### src/verilog/wake_cmd_regs.svh
/*
  register offsets, field positions, reset values and frame shape counts of the
  wake-up and power command block; assumes a 32-bit byte-addressed port
*/
`ifndef WAKE_CMD_REGS_SVH
`define WAKE_CMD_REGS_SVH

// byte offsets
`define OFS_WAKE_POWER_CMD   8'h50
`define OFS_SOFTWARE_WAKE    8'h64
`define OFS_IRQ_STATUS       8'h70
`define OFS_IRQ_MASK         8'h74
`define OFS_WAKE_CFG         8'h78
`define OFS_STATION_LO       8'h7C
`define OFS_STATION_HI       8'h80

// wake_power_command fields
`define CMD_TAG_EN           10
`define CMD_ANY_DEST         9
`define CMD_PIN_EN           8
`define CMD_BYTE1_VALUE_BIT             15
`define CMD_BYTE0_VALUE_BIT             7
`define CMD_MODE_EN          6
`define CMD_LINK_EN          5
`define CMD_PME_OVR          4
`define CMD_RWU_DRIVE        3
`define CMD_REMOTE_WAKE_GATE         2
`define CMD_REMOTE_WAKE_POLARITY          1
`define CMD_PHY_POL          0
`define CMD_RESET            11'h000

// software_wake_command fields
`define SW_PIN_EN            2
`define SW_MODE_EN           1
`define SW_LINK_EN           0

// status / mask fields
`define IRQ_MATCH            0
`define IRQ_LINK             1

// wake_cfg fields
`define CFG_EXT_ANY_DEST     0
`define CFG_PME_ENABLE           1
`define CFG_PHY_RESET        2
`define CFG_PIN_LEVEL        3

// magic frame shape
`define ADDR_BYTES           6
`define ADDR_COPIES          16

`endif

### src/verilog/wake_cmd_pkg.sv
/*
  types shared by the wake-up command block and its frame matcher;
  assumes nothing of its surroundings
*/
`default_nettype none

package wake_cmd_pkg;
  // wake frame scanner states
  typedef enum logic [1:0] {
    ST_DEST = 2'b00,
    ST_BODY = 2'b01,
    ST_SKIP = 2'b10
  } scan_state_t;
endpackage : wake_cmd_pkg

`default_nettype wire

### src/verilog/frame_tag_capture.sv
/*
  shifts in serial tag bits while a frame is received and hands the tag to
  the descriptor writer at frame end; assumes tag strobes synchronous to clk
*/
`default_nettype none

module frame_tag_capture #(
  parameter int TAG_W = 16
) (
  input  wire logic             clk,
  input  wire logic             srst,
  input  wire logic             enable,
  input  wire logic             rx_first,
  input  wire logic             rx_last,
  input  wire logic             tag_strobe,
  input  wire logic             tag_bit,
  output logic [TAG_W-1:0]      tag_word,
  output logic                  tag_valid
);
  logic [TAG_W-1:0] shift_q;
  logic             in_frame_q;

  if (TAG_W < 2 || TAG_W > 32) begin : g_chk
    $error("TAG_W must be 2..32");
  end

  // frame window and shifter
  always_ff @(posedge clk) begin
    if (srst) begin
      in_frame_q <= 1'b0;
      shift_q    <= '0;
    end else begin
      if (rx_first) begin
        in_frame_q <= 1'b1;
        shift_q    <= {{(TAG_W-1){1'b0}}, tag_strobe & tag_bit};
      end else if (rx_last) begin
        in_frame_q <= 1'b0;
      end
      if (tag_strobe && in_frame_q && !rx_first) begin
        shift_q <= {shift_q[TAG_W-2:0], tag_bit};
      end
    end
  end

  // copy into the descriptor at frame end
  always_ff @(posedge clk) begin
    if (srst) begin
      tag_word  <= '0;
      tag_valid <= 1'b0;
    end else begin
      tag_valid <= enable & rx_last & in_frame_q;
      if (enable && rx_last && in_frame_q) begin
        tag_word <= shift_q;
      end
    end
  end
endmodule : frame_tag_capture

`default_nettype wire

### src/verilog/wake_frame_matcher.sv
/*
  scans a received byte stream for a wake frame: destination check, then
  sixteen back-to-back copies of the station address anywhere in the body;
  assumes bytes arrive synchronous to clk with a first-byte and last-byte flag
*/
`include "wake_cmd_regs.svh"
`default_nettype none

module wake_frame_matcher (
  input  wire logic        clk,
  input  wire logic        srst,
  input  wire logic        rx_valid,
  input  wire logic        rx_first,
  input  wire logic        rx_last,
  input  wire logic [7:0]  rx_byte,
  input  wire logic [47:0] station_addr,
  input  wire logic        any_dest,
  output logic             match_pulse
);
  import wake_cmd_pkg::*;

  scan_state_t state_q;
  logic [2:0]  idx_q;
  logic [4:0]  copies_q;
  logic        dest_ok_q;
  logic        found_q;
  logic [7:0]  want;
  logic [7:0]  want_first;
  logic        hit;
  logic [2:0]  pos;

  // expected address byte, most significant byte goes first on the wire
  always_comb begin
    pos = rx_first ? 3'h0 : idx_q; // a new frame always starts at byte 0
    want = station_addr[8*(5-pos) +: 8];
    want_first = station_addr[47:40];
    hit = (rx_byte == want);
  end

  // destination and body scan
  always_ff @(posedge clk) begin
    if (srst) begin
      state_q   <= ST_DEST;
      idx_q     <= 3'h0;
      copies_q  <= 5'h00;
      dest_ok_q <= 1'b0;
      found_q   <= 1'b0;
    end else if (rx_valid) begin
      if (rx_first) begin
        state_q   <= ST_DEST;
        idx_q     <= 3'h1;
        copies_q  <= 5'h00;
        found_q   <= 1'b0;
        dest_ok_q <= any_dest | hit;
      end else begin
        unique case (state_q)
          ST_DEST: begin
            dest_ok_q <= dest_ok_q & (any_dest | hit);
            if (idx_q == 3'(`ADDR_BYTES - 1)) begin
              state_q <= ST_BODY;
              idx_q   <= 3'h0;
            end else begin
              idx_q <= idx_q + 3'h1;
            end
          end
          ST_BODY: begin
            if (hit) begin
              if (idx_q == 3'(`ADDR_BYTES - 1)) begin
                idx_q    <= 3'h0;
                copies_q <= copies_q + 5'h01;
                if (copies_q == 5'(`ADDR_COPIES - 1)) begin
                  found_q <= 1'b1;
                  state_q <= ST_SKIP;
                end
              end else begin
                idx_q <= idx_q + 3'h1;
              end
            end else begin
              // restart, this byte may open a new run
              copies_q <= 5'h00;
              idx_q    <= (rx_byte == want_first) ? 3'h1 : 3'h0;
            end
          end
          ST_SKIP: begin
            state_q <= ST_SKIP;
          end
          default: begin
            state_q <= ST_DEST;
          end
        endcase
      end
    end
  end

  // one pulse at the last byte of a qualifying frame
  always_ff @(posedge clk) begin
    if (srst) begin
      match_pulse <= 1'b0;
    end else begin
      match_pulse <= rx_valid & rx_last & found_q & dest_ok_q;
    end
  end
endmodule : wake_frame_matcher

`default_nettype wire

### src/verilog/wake_power_ctrl.sv
/*
  wake-up and power command registers with their effect on wake mode,
  the power management event, the remote wake pin and the PHY reset pin;
  assumes a single 200 MHz clock, synchronous inputs, SRST as hardware
  reset and POR as the power-on reset that alone clears the sticky twins
*/
// Chosen here: the strobed register port and the address map.
`include "wake_cmd_regs.svh"
`default_nettype none

// Contract
// - with the tag enable bit set, tag bits shifted in during a frame are copied to its descriptor.
// - with the accept bit clear a wake frame needs the station address as destination, else any.
// - a wake frame must carry sixteen consecutive copies of the full station address.
// - the effective accept setting is the OR of the accept bit and the extended accept bit.
// - if either pin enable bit is set, wake mode is entered when power good goes low.
// - if either mode enable bit is set, wake mode is entered regardless of power good.
// - hardware reset clears the resettable enable bits and leaves their sticky twins.
// - a write loads value bit 7 into each of bits 6..0 whose mask bit is one.
// - a write loads value bit 15 into each of bits 10..8 whose mask bit is one.
// - with either link wake bit set, a link change sets the link change flag.
// - with override set and a flag set, the event output asserts whatever the enable says.
// - bit 3 set drives the remote wake pin both ways, clear only pulls to the asserted level.
// - bit 2 set floats the remote wake pin while power good is low.
// - bit 1 set makes the remote wake pin idle high and assert low, clear the reverse.
// - bit 0 set makes the PHY reset output active low, clear active high.
module wake_power_ctrl (
  input  wire logic        CLK_SYS,
  input  wire logic        SRST,
  input  wire logic        POR,
  input  wire logic [7:0]  ADDR,
  input  wire logic [31:0] WDATA,
  input  wire logic        WR,
  input  wire logic        RD,
  output logic [31:0]      RDATA,
  input  wire logic        PWR_GOOD,
  input  wire logic        LINK_CHANGE,
  input  wire logic        RX_VALID,
  input  wire logic        RX_FIRST,
  input  wire logic        RX_LAST,
  input  wire logic [7:0]  RX_BYTE,
  input  wire logic        TAG_STROBE,
  input  wire logic        TAG_BIT,
  output logic [15:0]      DESC_TAG,
  output logic             DESC_TAG_VALID,
  output logic             WAKE_MODE,
  output logic             PME,
  input  wire logic        RWU_IN,
  output logic             RWU_OUT,
  output logic             RWU_OE,
  output logic             PHY_RESET_OUT,
  output logic             IRQ
);
  import wake_cmd_pkg::*;

  logic [10:0] cmd_q;
  logic [10:0] cmd_d;
  logic [2:0]  sw_q;
  logic [1:0]  status_q;
  logic [1:0]  mask_q;
  logic [2:0]  cfg_q;
  logic [47:0] station_q;
  logic        match_pulse;
  logic        wake_mode_d;
  logic        link_en;
  logic        any_dest;
  logic        flags;
  logic        rwu_assert;
  logic [1:0]  status_set;
  logic [1:0]  status_clr;
  logic        wr_cmd;
  logic        wr_sw;
  logic [15:0] tag_word;
  logic        tag_valid;
  logic        srst_late_q;

  ////////////////////////////////////////////////////////////////////////
  // command register writes

  assign wr_cmd = WR && (ADDR == `OFS_WAKE_POWER_CMD);
  assign wr_sw  = WR && (ADDR == `OFS_SOFTWARE_WAKE);

  // masked byte writes, mask zero leaves a bit alone
  always_comb begin
    cmd_d = cmd_q;
    for (int i = 0; i <= `CMD_MODE_EN; i++) begin
      if (WDATA[i]) begin
        cmd_d[i] = WDATA[`CMD_BYTE0_VALUE_BIT];
      end
    end
    for (int i = `CMD_PIN_EN; i <= `CMD_TAG_EN; i++) begin
      if (WDATA[i]) begin
        cmd_d[i] = WDATA[`CMD_BYTE1_VALUE_BIT];
      end
    end
  end

  // bit 7 of the field is the value slot and always reads zero
  always_ff @(posedge CLK_SYS) begin
    if (SRST) begin
      cmd_q <= `CMD_RESET;
    end else if (wr_cmd) begin
      cmd_q <= {cmd_d[10:8], 1'b0, cmd_d[6:0]};
    end
  end

  // sticky twins, untouched by hardware reset
  always_ff @(posedge CLK_SYS) begin
    if (POR) begin
      sw_q <= 3'h0;
    end else if (wr_sw) begin
      for (int i = 0; i <= `SW_PIN_EN; i++) begin
        if (WDATA[i]) begin
          sw_q[i] <= WDATA[`CMD_BYTE0_VALUE_BIT];
        end
      end
    end
  end

  ////////////////////////////////////////////////////////////////////////
  // other software registers

  // mask, configuration and station address
  always_ff @(posedge CLK_SYS) begin
    if (SRST) begin
      mask_q    <= 2'h0;
      cfg_q     <= 3'h0;
      station_q <= 48'h0000_0000_0000;
    end else if (WR) begin
      if (ADDR == `OFS_IRQ_MASK) begin
        mask_q <= WDATA[1:0];
      end
      if (ADDR == `OFS_WAKE_CFG) begin
        cfg_q <= WDATA[2:0];
      end
      if (ADDR == `OFS_STATION_LO) begin
        station_q[31:0] <= WDATA;
      end
      if (ADDR == `OFS_STATION_HI) begin
        station_q[47:32] <= WDATA[15:0];
      end
    end
  end

  // read mux, unmapped offsets read zero
  always_ff @(posedge CLK_SYS) begin
    if (SRST) begin
      RDATA <= 32'h0000_0000;
    end else if (RD) begin
      unique case (ADDR)
        `OFS_WAKE_POWER_CMD: RDATA <= {21'h000000, cmd_q};
        `OFS_SOFTWARE_WAKE:  RDATA <= {29'h00000000, sw_q};
        `OFS_IRQ_STATUS:     RDATA <= {30'h00000000, status_q};
        `OFS_IRQ_MASK:       RDATA <= {30'h00000000, mask_q};
        `OFS_WAKE_CFG:       RDATA <= {28'h0000000, RWU_IN, cfg_q};
        `OFS_STATION_LO:     RDATA <= station_q[31:0];
        `OFS_STATION_HI:     RDATA <= {16'h0000, station_q[47:32]};
        default:             RDATA <= 32'h0000_0000;
      endcase
    end else begin
      RDATA <= 32'h0000_0000;
    end
  end

  ////////////////////////////////////////////////////////////////////////
  // wake mode, frame matching and frame tags

  assign any_dest = cmd_q[`CMD_ANY_DEST] | cfg_q[`CFG_EXT_ANY_DEST];
  assign link_en  = cmd_q[`CMD_LINK_EN] | sw_q[`SW_LINK_EN];

  // software entry or loss of power good with a pin enable
  assign wake_mode_d = cmd_q[`CMD_MODE_EN] | sw_q[`SW_MODE_EN]
                     | ((cmd_q[`CMD_PIN_EN] | sw_q[`SW_PIN_EN]) & ~PWR_GOOD);

  always_ff @(posedge CLK_SYS) begin
    if (SRST) begin
      WAKE_MODE <= 1'b0;
    end else begin
      WAKE_MODE <= wake_mode_d;
    end
  end

  // wake frame scanner, destination check then address copies
  wake_frame_matcher u_matcher (
    .clk          (CLK_SYS),
    .srst         (SRST),
    .rx_valid     (RX_VALID),
    .rx_first     (RX_FIRST),
    .rx_last      (RX_LAST),
    .rx_byte      (RX_BYTE),
    .station_addr (station_q),
    .any_dest     (any_dest),
    .match_pulse  (match_pulse)
  );

  // tag shifter framed by the same byte flags as the scanner
  frame_tag_capture #(
    .TAG_W (16)
  ) u_tag (
    .clk        (CLK_SYS),
    .srst       (SRST),
    .enable     (cmd_q[`CMD_TAG_EN]),
    .rx_first   (RX_VALID & RX_FIRST),
    .rx_last    (RX_VALID & RX_LAST),
    .tag_strobe (TAG_STROBE),
    .tag_bit    (TAG_BIT),
    .tag_word   (tag_word),
    .tag_valid  (tag_valid)
  );

  // descriptor tag handed out one cycle after capture
  always_ff @(posedge CLK_SYS) begin
    if (SRST) begin
      DESC_TAG       <= 16'h0000;
      DESC_TAG_VALID <= 1'b0;
    end else begin
      DESC_TAG       <= tag_word;
      DESC_TAG_VALID <= tag_valid;
    end
  end

  ////////////////////////////////////////////////////////////////////////
  // event flags and interrupt

  assign status_set = {LINK_CHANGE & link_en, match_pulse & WAKE_MODE};
  assign status_clr = (WR && ADDR == `OFS_IRQ_STATUS) ? WDATA[1:0] : 2'h0;

  // sticky flags, a set beats a clear in the same cycle
  always_ff @(posedge CLK_SYS) begin
    if (SRST) begin
      status_q <= 2'h0;
    end else begin
      status_q <= (status_q & ~status_clr) | status_set;
    end
  end

  // level interrupt, a set mask bit lets its flag through
  always_ff @(posedge CLK_SYS) begin
    if (SRST) begin
      IRQ <= 1'b0;
    end else begin
      IRQ <= |(status_q & mask_q);
    end
  end

  ////////////////////////////////////////////////////////////////////////
  // event, remote wake and PHY reset pins

  assign flags      = |status_q;
  assign rwu_assert = flags & ~(cmd_q[`CMD_REMOTE_WAKE_GATE] & ~PWR_GOOD);

  // registered pins, the gate overrides both driver types
  always_ff @(posedge CLK_SYS) begin
    if (SRST) begin
      PME           <= 1'b0;
      RWU_OUT       <= 1'b0;
      RWU_OE        <= 1'b0;
      PHY_RESET_OUT <= 1'b0;
    end else begin
      PME <= flags & (cfg_q[`CFG_PME_ENABLE] | cmd_q[`CMD_PME_OVR]);
      RWU_OUT <= rwu_assert ^ cmd_q[`CMD_REMOTE_WAKE_POLARITY];
      if (cmd_q[`CMD_REMOTE_WAKE_GATE] && !PWR_GOOD) begin
        RWU_OE <= 1'b0;
      end else begin
        RWU_OE <= cmd_q[`CMD_RWU_DRIVE] | rwu_assert;
      end
      PHY_RESET_OUT <= cfg_q[`CFG_PHY_RESET] ^ cmd_q[`CMD_PHY_POL];
    end
  end

  ////////////////////////////////////////////////////////////////////////
  // checks

  // reset shadow, keeps checks off the edge right after a reset edge
  always_ff @(posedge CLK_SYS) begin
    srst_late_q <= SRST;
  end
endmodule : wake_power_ctrl

`default_nettype wire
### config.mk
export PLATFORM = sky130hd
export DESIGN_NAME = wake_power_ctrl
export DESIGN_NICKNAME = d
export VERILOG_FILES = /design/src/verilog/wake_cmd_pkg.sv /design/src/verilog/frame_tag_capture.sv /design/src/verilog/wake_frame_matcher.sv /design/src/verilog/wake_power_ctrl.sv
export VERILOG_INCLUDE_DIRS = /design/src /design/src/verilog
export SDC_FILE = /design/constraint.sdc
export NUM_CORES = 1
export LEC_CHECK = 0
export ABC_AREA = 1
export BUFFER_PORTS_ARGS = -buffer_cell sky130_fd_sc_hd__buf_2
export CAP_MARGIN = 25
export CORE_ASPECT_RATIO = 0.6
export CORE_MARGIN = 5
export CORE_UTILIZATION = 44
export DETAILED_ROUTE_END_ITERATION = 16
export PLACE_DENSITY = 0.62
export REMOVE_ABC_BUFFERS = 1
export SKIP_CTS_REPAIR_TIMING = 1
export SYNTH_ARGS = -nofsm -noshare
export SYNTH_HDL_FRONTEND = slang
export SYNTH_SLANG_ARGS = --single-unit
### constraint.sdc
create_clock -name CLK_SYS -period 2.5 [get_ports CLK_SYS]
set_input_delay 0.25 -clock CLK_SYS [delete_from_list [all_inputs] [get_ports CLK_SYS]]
set_output_delay 0.25 -clock CLK_SYS [all_outputs]
set_load 0.005 [all_outputs]
# ---- After elaboration in Yosys (flattened, before gate mapping)
# Index checks and enable logic that the tools add are counted.
dict set report totals {
  input_bits 61
  output_inout_bits 55
  ff_bits 170
  elab_cells 164
}
dict set report classes {
  n_shift 1
  n_bitwise 31
  reduce_logical 45
  eq_ne 18
  mux 29
  n_addsub 3
}
# cell n
set op_table {}
lappend op_table {{32-bit one-hot mux with 7 select lines} 1}
lappend op_table {{8-bit by 7-bit equality test with 1-bit output, second input constant} 6}
lappend op_table {{48-bit by 33-bit indexed part select with 8-bit output} 1}
lappend op_table {{2-bit AND reduction} 19}
lappend op_table {{16-bit 2-to-1 mux} 2}
lappend op_table {{5-bit 2-to-1 mux} 4}
lappend op_table {{8-bit equality test} 2}
lappend op_table {{1-bit AND} 14}
lappend op_table {{2-bit nonzero test} 7}
lappend op_table {{2-bit 2-to-1 mux} 6}
lappend op_table {{3-bit 2-to-1 mux} 4}
lappend op_table {{3-bit by 2-bit != test with 1-bit output, second input constant} 4}
lappend op_table {{1-bit 2-to-1 mux} 10}
lappend op_table {{5-bit AND reduction} 2}
lappend op_table {{8-bit equality test, second input constant} 1}
lappend op_table {{1-bit logical AND} 8}
lappend op_table {{1-bit bitwise OR} 8}
lappend op_table {{2-bit OR reduction} 4}
lappend op_table {{2-bit one-hot mux with 3 select lines} 1}
lappend op_table {{3-bit one-hot mux with 2 select lines} 1}
lappend op_table {{5-bit by 1-bit adder with 5-bit output, second input constant} 1}
lappend op_table {{5-bit by 4-bit equality test with 1-bit output, second input constant} 1}
lappend op_table {{2-bit AND} 2}
lappend op_table {{3-bit by 3-bit subtractor with 4-bit output, first input constant} 1}
lappend op_table {{13 further kinds} 17}

# ---- Logic depth before layout (Yosys ltp)
dict set report depth {
  word_depth 8
  depth_mapped 24
}

# ---- Cells and area by module
# From an unflattened synthesis, not the netlist that was laid out.
dict set report hier_totals {
  cells_unflattened 1158
  area_unflattened_um2 8001.4
}
# mod area_per_inst_um2 cells_per_inst n_inst seq_area_each_um2
set modules_own_cells {}
lappend modules_own_cells {wake_power_ctrl 4774.6 619 1 2462.4}
lappend modules_own_cells {wake_frame_matcher 1825.5 352 1 260.2}
lappend modules_own_cells {frame_tag_capture 1401.3 187 1 680.7}

# ---- Least setup slack after synthesis
# Ideal clock, no wire load.
dict set report synth_path {
  path_kind {input port to flip-flop}
  startpoint {input port RX_FIRST}
  endpoint {register u_matcher.copies_q[2]}
  arrival_ps 2176
  cell_stages 22
  setup_ps 113
  path_slack_ps 210
  required_ps 2387
  cell_sequence {buf_4 nor2_4 ha_1 buf_2 inv_1 buf_2 nand2_1 nand2_1 nand2_1 nand2_1 nand2_1 nand2_1 nand2_1 nand2_1 nand2_1 nand2_1 nor2_2 nand3_1 nand2_2 inv_2 nor2_1 nor2_1}
}
dict set report synth_via {
  elab_chain_len 7
  word_cells_on_any_way 10
}
# element line
set synth_lines {}
lappend synth_lines {{from (decl)} wake_power_ctrl.sv:39} ;# input wire logic RX_FIRST,
lappend synth_lines {{3-bit 2-to-1 mux} wake_frame_matcher.sv:34} ;# pos = rx_first ? 3'h0 : idx_q;
lappend synth_lines {{3-bit by 3-bit subtractor with 4-bit output} wake_frame_matcher.sv:35} ;# want = station_addr[8*(5-pos) +: 8];
lappend synth_lines {{48-bit by 33-bit indexed part select with 8-bit output} wake_frame_matcher.sv:35}
lappend synth_lines {{8-bit equality test} wake_frame_matcher.sv:37} ;# hit = (rx_byte == want);
lappend synth_lines {{5-bit 2-to-1 mux} wake_frame_matcher.sv:67} ;# if (hit) begin
lappend synth_lines {{5-bit 2-to-1 mux} wake_frame_matcher.sv:56} ;# unique case (state_q)
lappend synth_lines {{5-bit 2-to-1 mux} wake_frame_matcher.sv:49} ;# if (rx_first) begin
lappend synth_lines {{to (signal assigned)} wake_frame_matcher.sv:70} ;# copies_q <= copies_q + 5'h01;
lappend synth_lines {{to (decl)} wake_frame_matcher.sv:24} ;# logic [4:0] copies_q;
# Parallel ways exist; a longest one is shown, timed or not. The select of a mux whose other input is x is not followed.
# A chain may end at the register's enable or synchronous reset.

# ---- Final worst setup path
dict set report layout_path {
  startpoint {register u_matcher.idx_q[2]}
  endpoint {register u_matcher.state_q[0]}
}
dict set report layout_via {
  elab_chain_len 6
  word_cells_on_any_way 9
}
# element line
set layout_lines {}
lappend layout_lines {{from (decl)} wake_frame_matcher.sv:23} ;# logic [2:0] idx_q;
lappend layout_lines {{from (signal assigned)} wake_frame_matcher.sv:63} ;# idx_q <= idx_q + 3'h1;
lappend layout_lines {{from (signal assigned)} wake_frame_matcher.sv:76} ;# idx_q <= idx_q + 3'h1;
lappend layout_lines {{from (signal assigned)} wake_frame_matcher.sv:81} ;# idx_q <= (rx_byte == want_first) ? 3'h1 : 3'h0;
lappend layout_lines {{3-bit 2-to-1 mux} wake_frame_matcher.sv:34}
lappend layout_lines {{3-bit by 3-bit subtractor with 4-bit output} wake_frame_matcher.sv:35}
lappend layout_lines {{48-bit by 33-bit indexed part select with 8-bit output} wake_frame_matcher.sv:35}
lappend layout_lines {{8-bit equality test} wake_frame_matcher.sv:37}
lappend layout_lines {{3-bit by 2-bit != test with 1-bit output (no source line)} -}
lappend layout_lines {{5-bit AND reduction (no source line) *} -}
lappend layout_lines {{to (signal assigned)} wake_frame_matcher.sv:43} ;# state_q <= ST_DEST;
lappend layout_lines {{to (signal assigned)} wake_frame_matcher.sv:50} ;# state_q <= ST_DEST;
lappend layout_lines {{to (signal assigned)} wake_frame_matcher.sv:60} ;# state_q <= ST_BODY;
lappend layout_lines {{to (decl)} wake_frame_matcher.sv:22} ;# scan_state_t state_q;
# Mark *: on every way between the ends. The rest lies on a longest branch, timed or not.

==> out/results.ini <==
[status]
outcome=complete, no violations

[routing]
ant_nets=0
routed_wl_mm=21.0
wl_per_cell_um=16.1
first_pass_iters=5
drc_errors=0
num_vias=6747
drtIter0Drc=750
routed_via_density=5.19

[clocking]
cts_made_buffers=17
cts.sinks=170
htree_levels=4
clockBufferDepth=2
clock_latency_ps=420
clkTransAtPathRegs_ps=70
cts-root-buf=clkbuf_16
cts_tree=done

[sta]
max_freq_mhz=432
setup_tns_ps=0
slew_headroom_pct=53.0
hold_violations=0
layout_setup_ws_ps=183
whs_ps=45.1
finalSetupViolations=0
tightest_slew_ps=704
period_share_pct=92.7
post-route-min-period_ps=2320
slew_violations=0
clock_skew_ps=6.73

[synthesis]
synth_ff_type=dfxtp_1
synthTopCellsByArea=dfxtp_1 48%, nand2_1 12%, a21oi_1 7.6%, o21ai_0 5.5%, inv_1 5.5%
synth-seq-cells=170
synth.top_cell.area_share_pct=47.5
synth_warnings=0
syn_avg_cell_area_um2=7.37
synth_cell_types=39
syn_inst=971
seq_area_frac_synth_pct=47.5
synth_edf_count=0
async_reset_ff_share_pct=0
synth_top_cell_by_area=dfxtp_1
netlist_area_um2=7160

[pwr]
internal_power_mw=4.26
power_switching_mw=1.54
combPwrFrac_pct=8.1
powerDensity_nw_per_um2=667
netSwitchingFraction_pct=26.6
seq_power_share_pct=47.3
clockPowerShare_pct=44.7
p_leak_nw=3.59
vdd_drop_max_v=0.000434

[global_route]
grt_max_degree=62
grt-ovfl-total=0
grt_usage_pct=21.8
grt_pass1_wl_mm=32.9
grt_pass1_vias=6148
antenna_found_initial=0

[critical_path]
end_kind=flop
critical_path_class=reg2reg
crit_required_ps=2860
cp.arrival_ps=2670
worst_r2r_path_depth=22
path_max_fanout=7
setup.worst_path.start_class=flop

[finish]
area_growth_pct=21.5
num_antenna_cells=0
drive_gt1_share_pct=18.9
fin_nets=1146

[floorplan]
num_rows=36
dieArea_um2=19000
die_w_um=175
ios=116
coreArea_um2=16100
start_util_pct=44.5
fp.dieH_um=109

[job]
maxCapViolations=0

[hold_path]
holdPathStages=2
holdCritPathClass=in2reg

[placed_design]
gp_congestion=0.914
dpl_worst_slack_ps=142
dp_hpwl_mm=14.3
portBuffers=115

[synthesized netlist by cell type (all sizes together) (4+ instances only)]
cell    count
o22ai       5
nand3      48
o21ai      85
clkbuf     36
nor2       70
buf        16
a31oi       4
nor3       20
o22a       16
nand4      19
dfxtp     170
xnor2      10
inv       111
ha          6
a21oi     108
nand2     224
nor4        4
[cell usage in the layout, fill, tap and decap left out, types with 2 or more instances in the layout]
cell	n
dfxtp_1	168
nor4_1	3
clkbuf_16	19
o22a_1	16
nor2_1	61
clkinv_4	2
o21ai_0	79
o21ai_1	6
inv_8	4
buf_12	2
nand4_1	19
nor3_1	20
inv_6	5
nor2_2	4
o22ai_1	5
a21oi_1	108
a31oi_1	4
buf_2	115
inv_1	103
ha_1	5
nand3_1	46
a221oi_1	3
buf_4	21
nand2_2	8
a211oi_1	2
nand2_1	215
a311oi_1	3
dfxtp_2	2
xor2_1	2
nor2_4	5
inv_2	6
clkinvlp_4	2
xnor2_1	10
clkbuf_8	2
[cell families (layout without fill, tap and decap cells)]
group,after synthesis,in the layout,synth area share [%]
adders and majority gates,6,6,1.05
AOI/OAI and AO/OA,232,232,17.9
buffers and inverters,163,284,8.97
xor gates and xnor gates,12,12,1.47
DFF,170,170,47.5
and+or+nand+nor,388,388,23.1
[power by group through the flow]
| stage | registers, mW | logic (mW) | clock network [mW] |
|---|---|---|---|
| 3_5_place_dp | 2.80 | 0.436 | 0 |
| 5_1_grt | 2.74 | 0.523 | 2.75 |
| 6_report | 2.74 | 0.467 | 2.59 |
| 4_1_cts | 2.74 | 0.439 | 2.63 |
| 2_1_floorplan | 2.80 | 0.244 | 0 |
| 3_3_place_gp | 2.80 | 0.439 | 0 |
[sequential cells by signal (all words and copies together), names as in the netlist, 5 cells and up]
register,flops
station_q,48
RDATA,32
DESC_TAG,16
u_tag.shift_q,16
u_tag.tag_word,16
cmd_q,10
u_matcher.copies_q,5
[metrics by stage]
step	util (%)	cell area (um^2)	total power [mW]	std cells
2_1_floorplan	-	6930	3.05	919
3_3_place_gp	49.5	7970	3.24	1266
3_5_place_dp	49.6	7980	3.24	1267
4_1_cts	53.2	8560	5.81	1299
5_1_grt	54.1	8700	6.02	1301
6_report	54.1	8700	5.80	1301
[final timing paths]
check | from | to | slack (ps)
worst max-delay path | u_matcher.idx_q[2] | u_matcher.state_q[0] | 180
worst min-delay path | POR | sw_q[1] | 50
worst max register to register | u_matcher.idx_q[2] | u_matcher.state_q[0] | 180
worst min register to register | u_tag.tag_valid | DESC_TAG_VALID | 400
[layout make-up]
type / instances / area [um^2]
fillers: 1562 / 7380
flip-flops and latches: 170 / 3410
multi-input cells: 638 / 3190
repair buffers: 141 / 835
clock buffers: 19 / 453
inverters: 111 / 424
well taps: 209 / 262
clock inverters: 13 / 129
[layer usage]
metal	global-route usage (%)	part of all wire (%)	vias up
met4	5.10	1.1	0
met1	35.0	53	3068
met3	4.16	6.7	19
li1	-	-	3407
met2	29.5	39	253
met5	0	0	-
[critical path: stages (launching register included)]
cell and delay (ps):
dfxtp_2 360, inv_2 60, nor2_4 110, ha_4 170, inv_6 50, clkbuf_16 150
nand2_1 50, nand2_1 50, nand2_1 80, nand2_1 50, nand2_1 60, nand2_1 90
nand2_1 90, nand2_1 60, nand2_1 70, nand2_2 70, nor2_4 190, nand3_1 100
nand2_1 100, nand2_2 80, nand2_1 60, nand2_1 40, nor2_1 100
(Power assumes the default switching activity.)
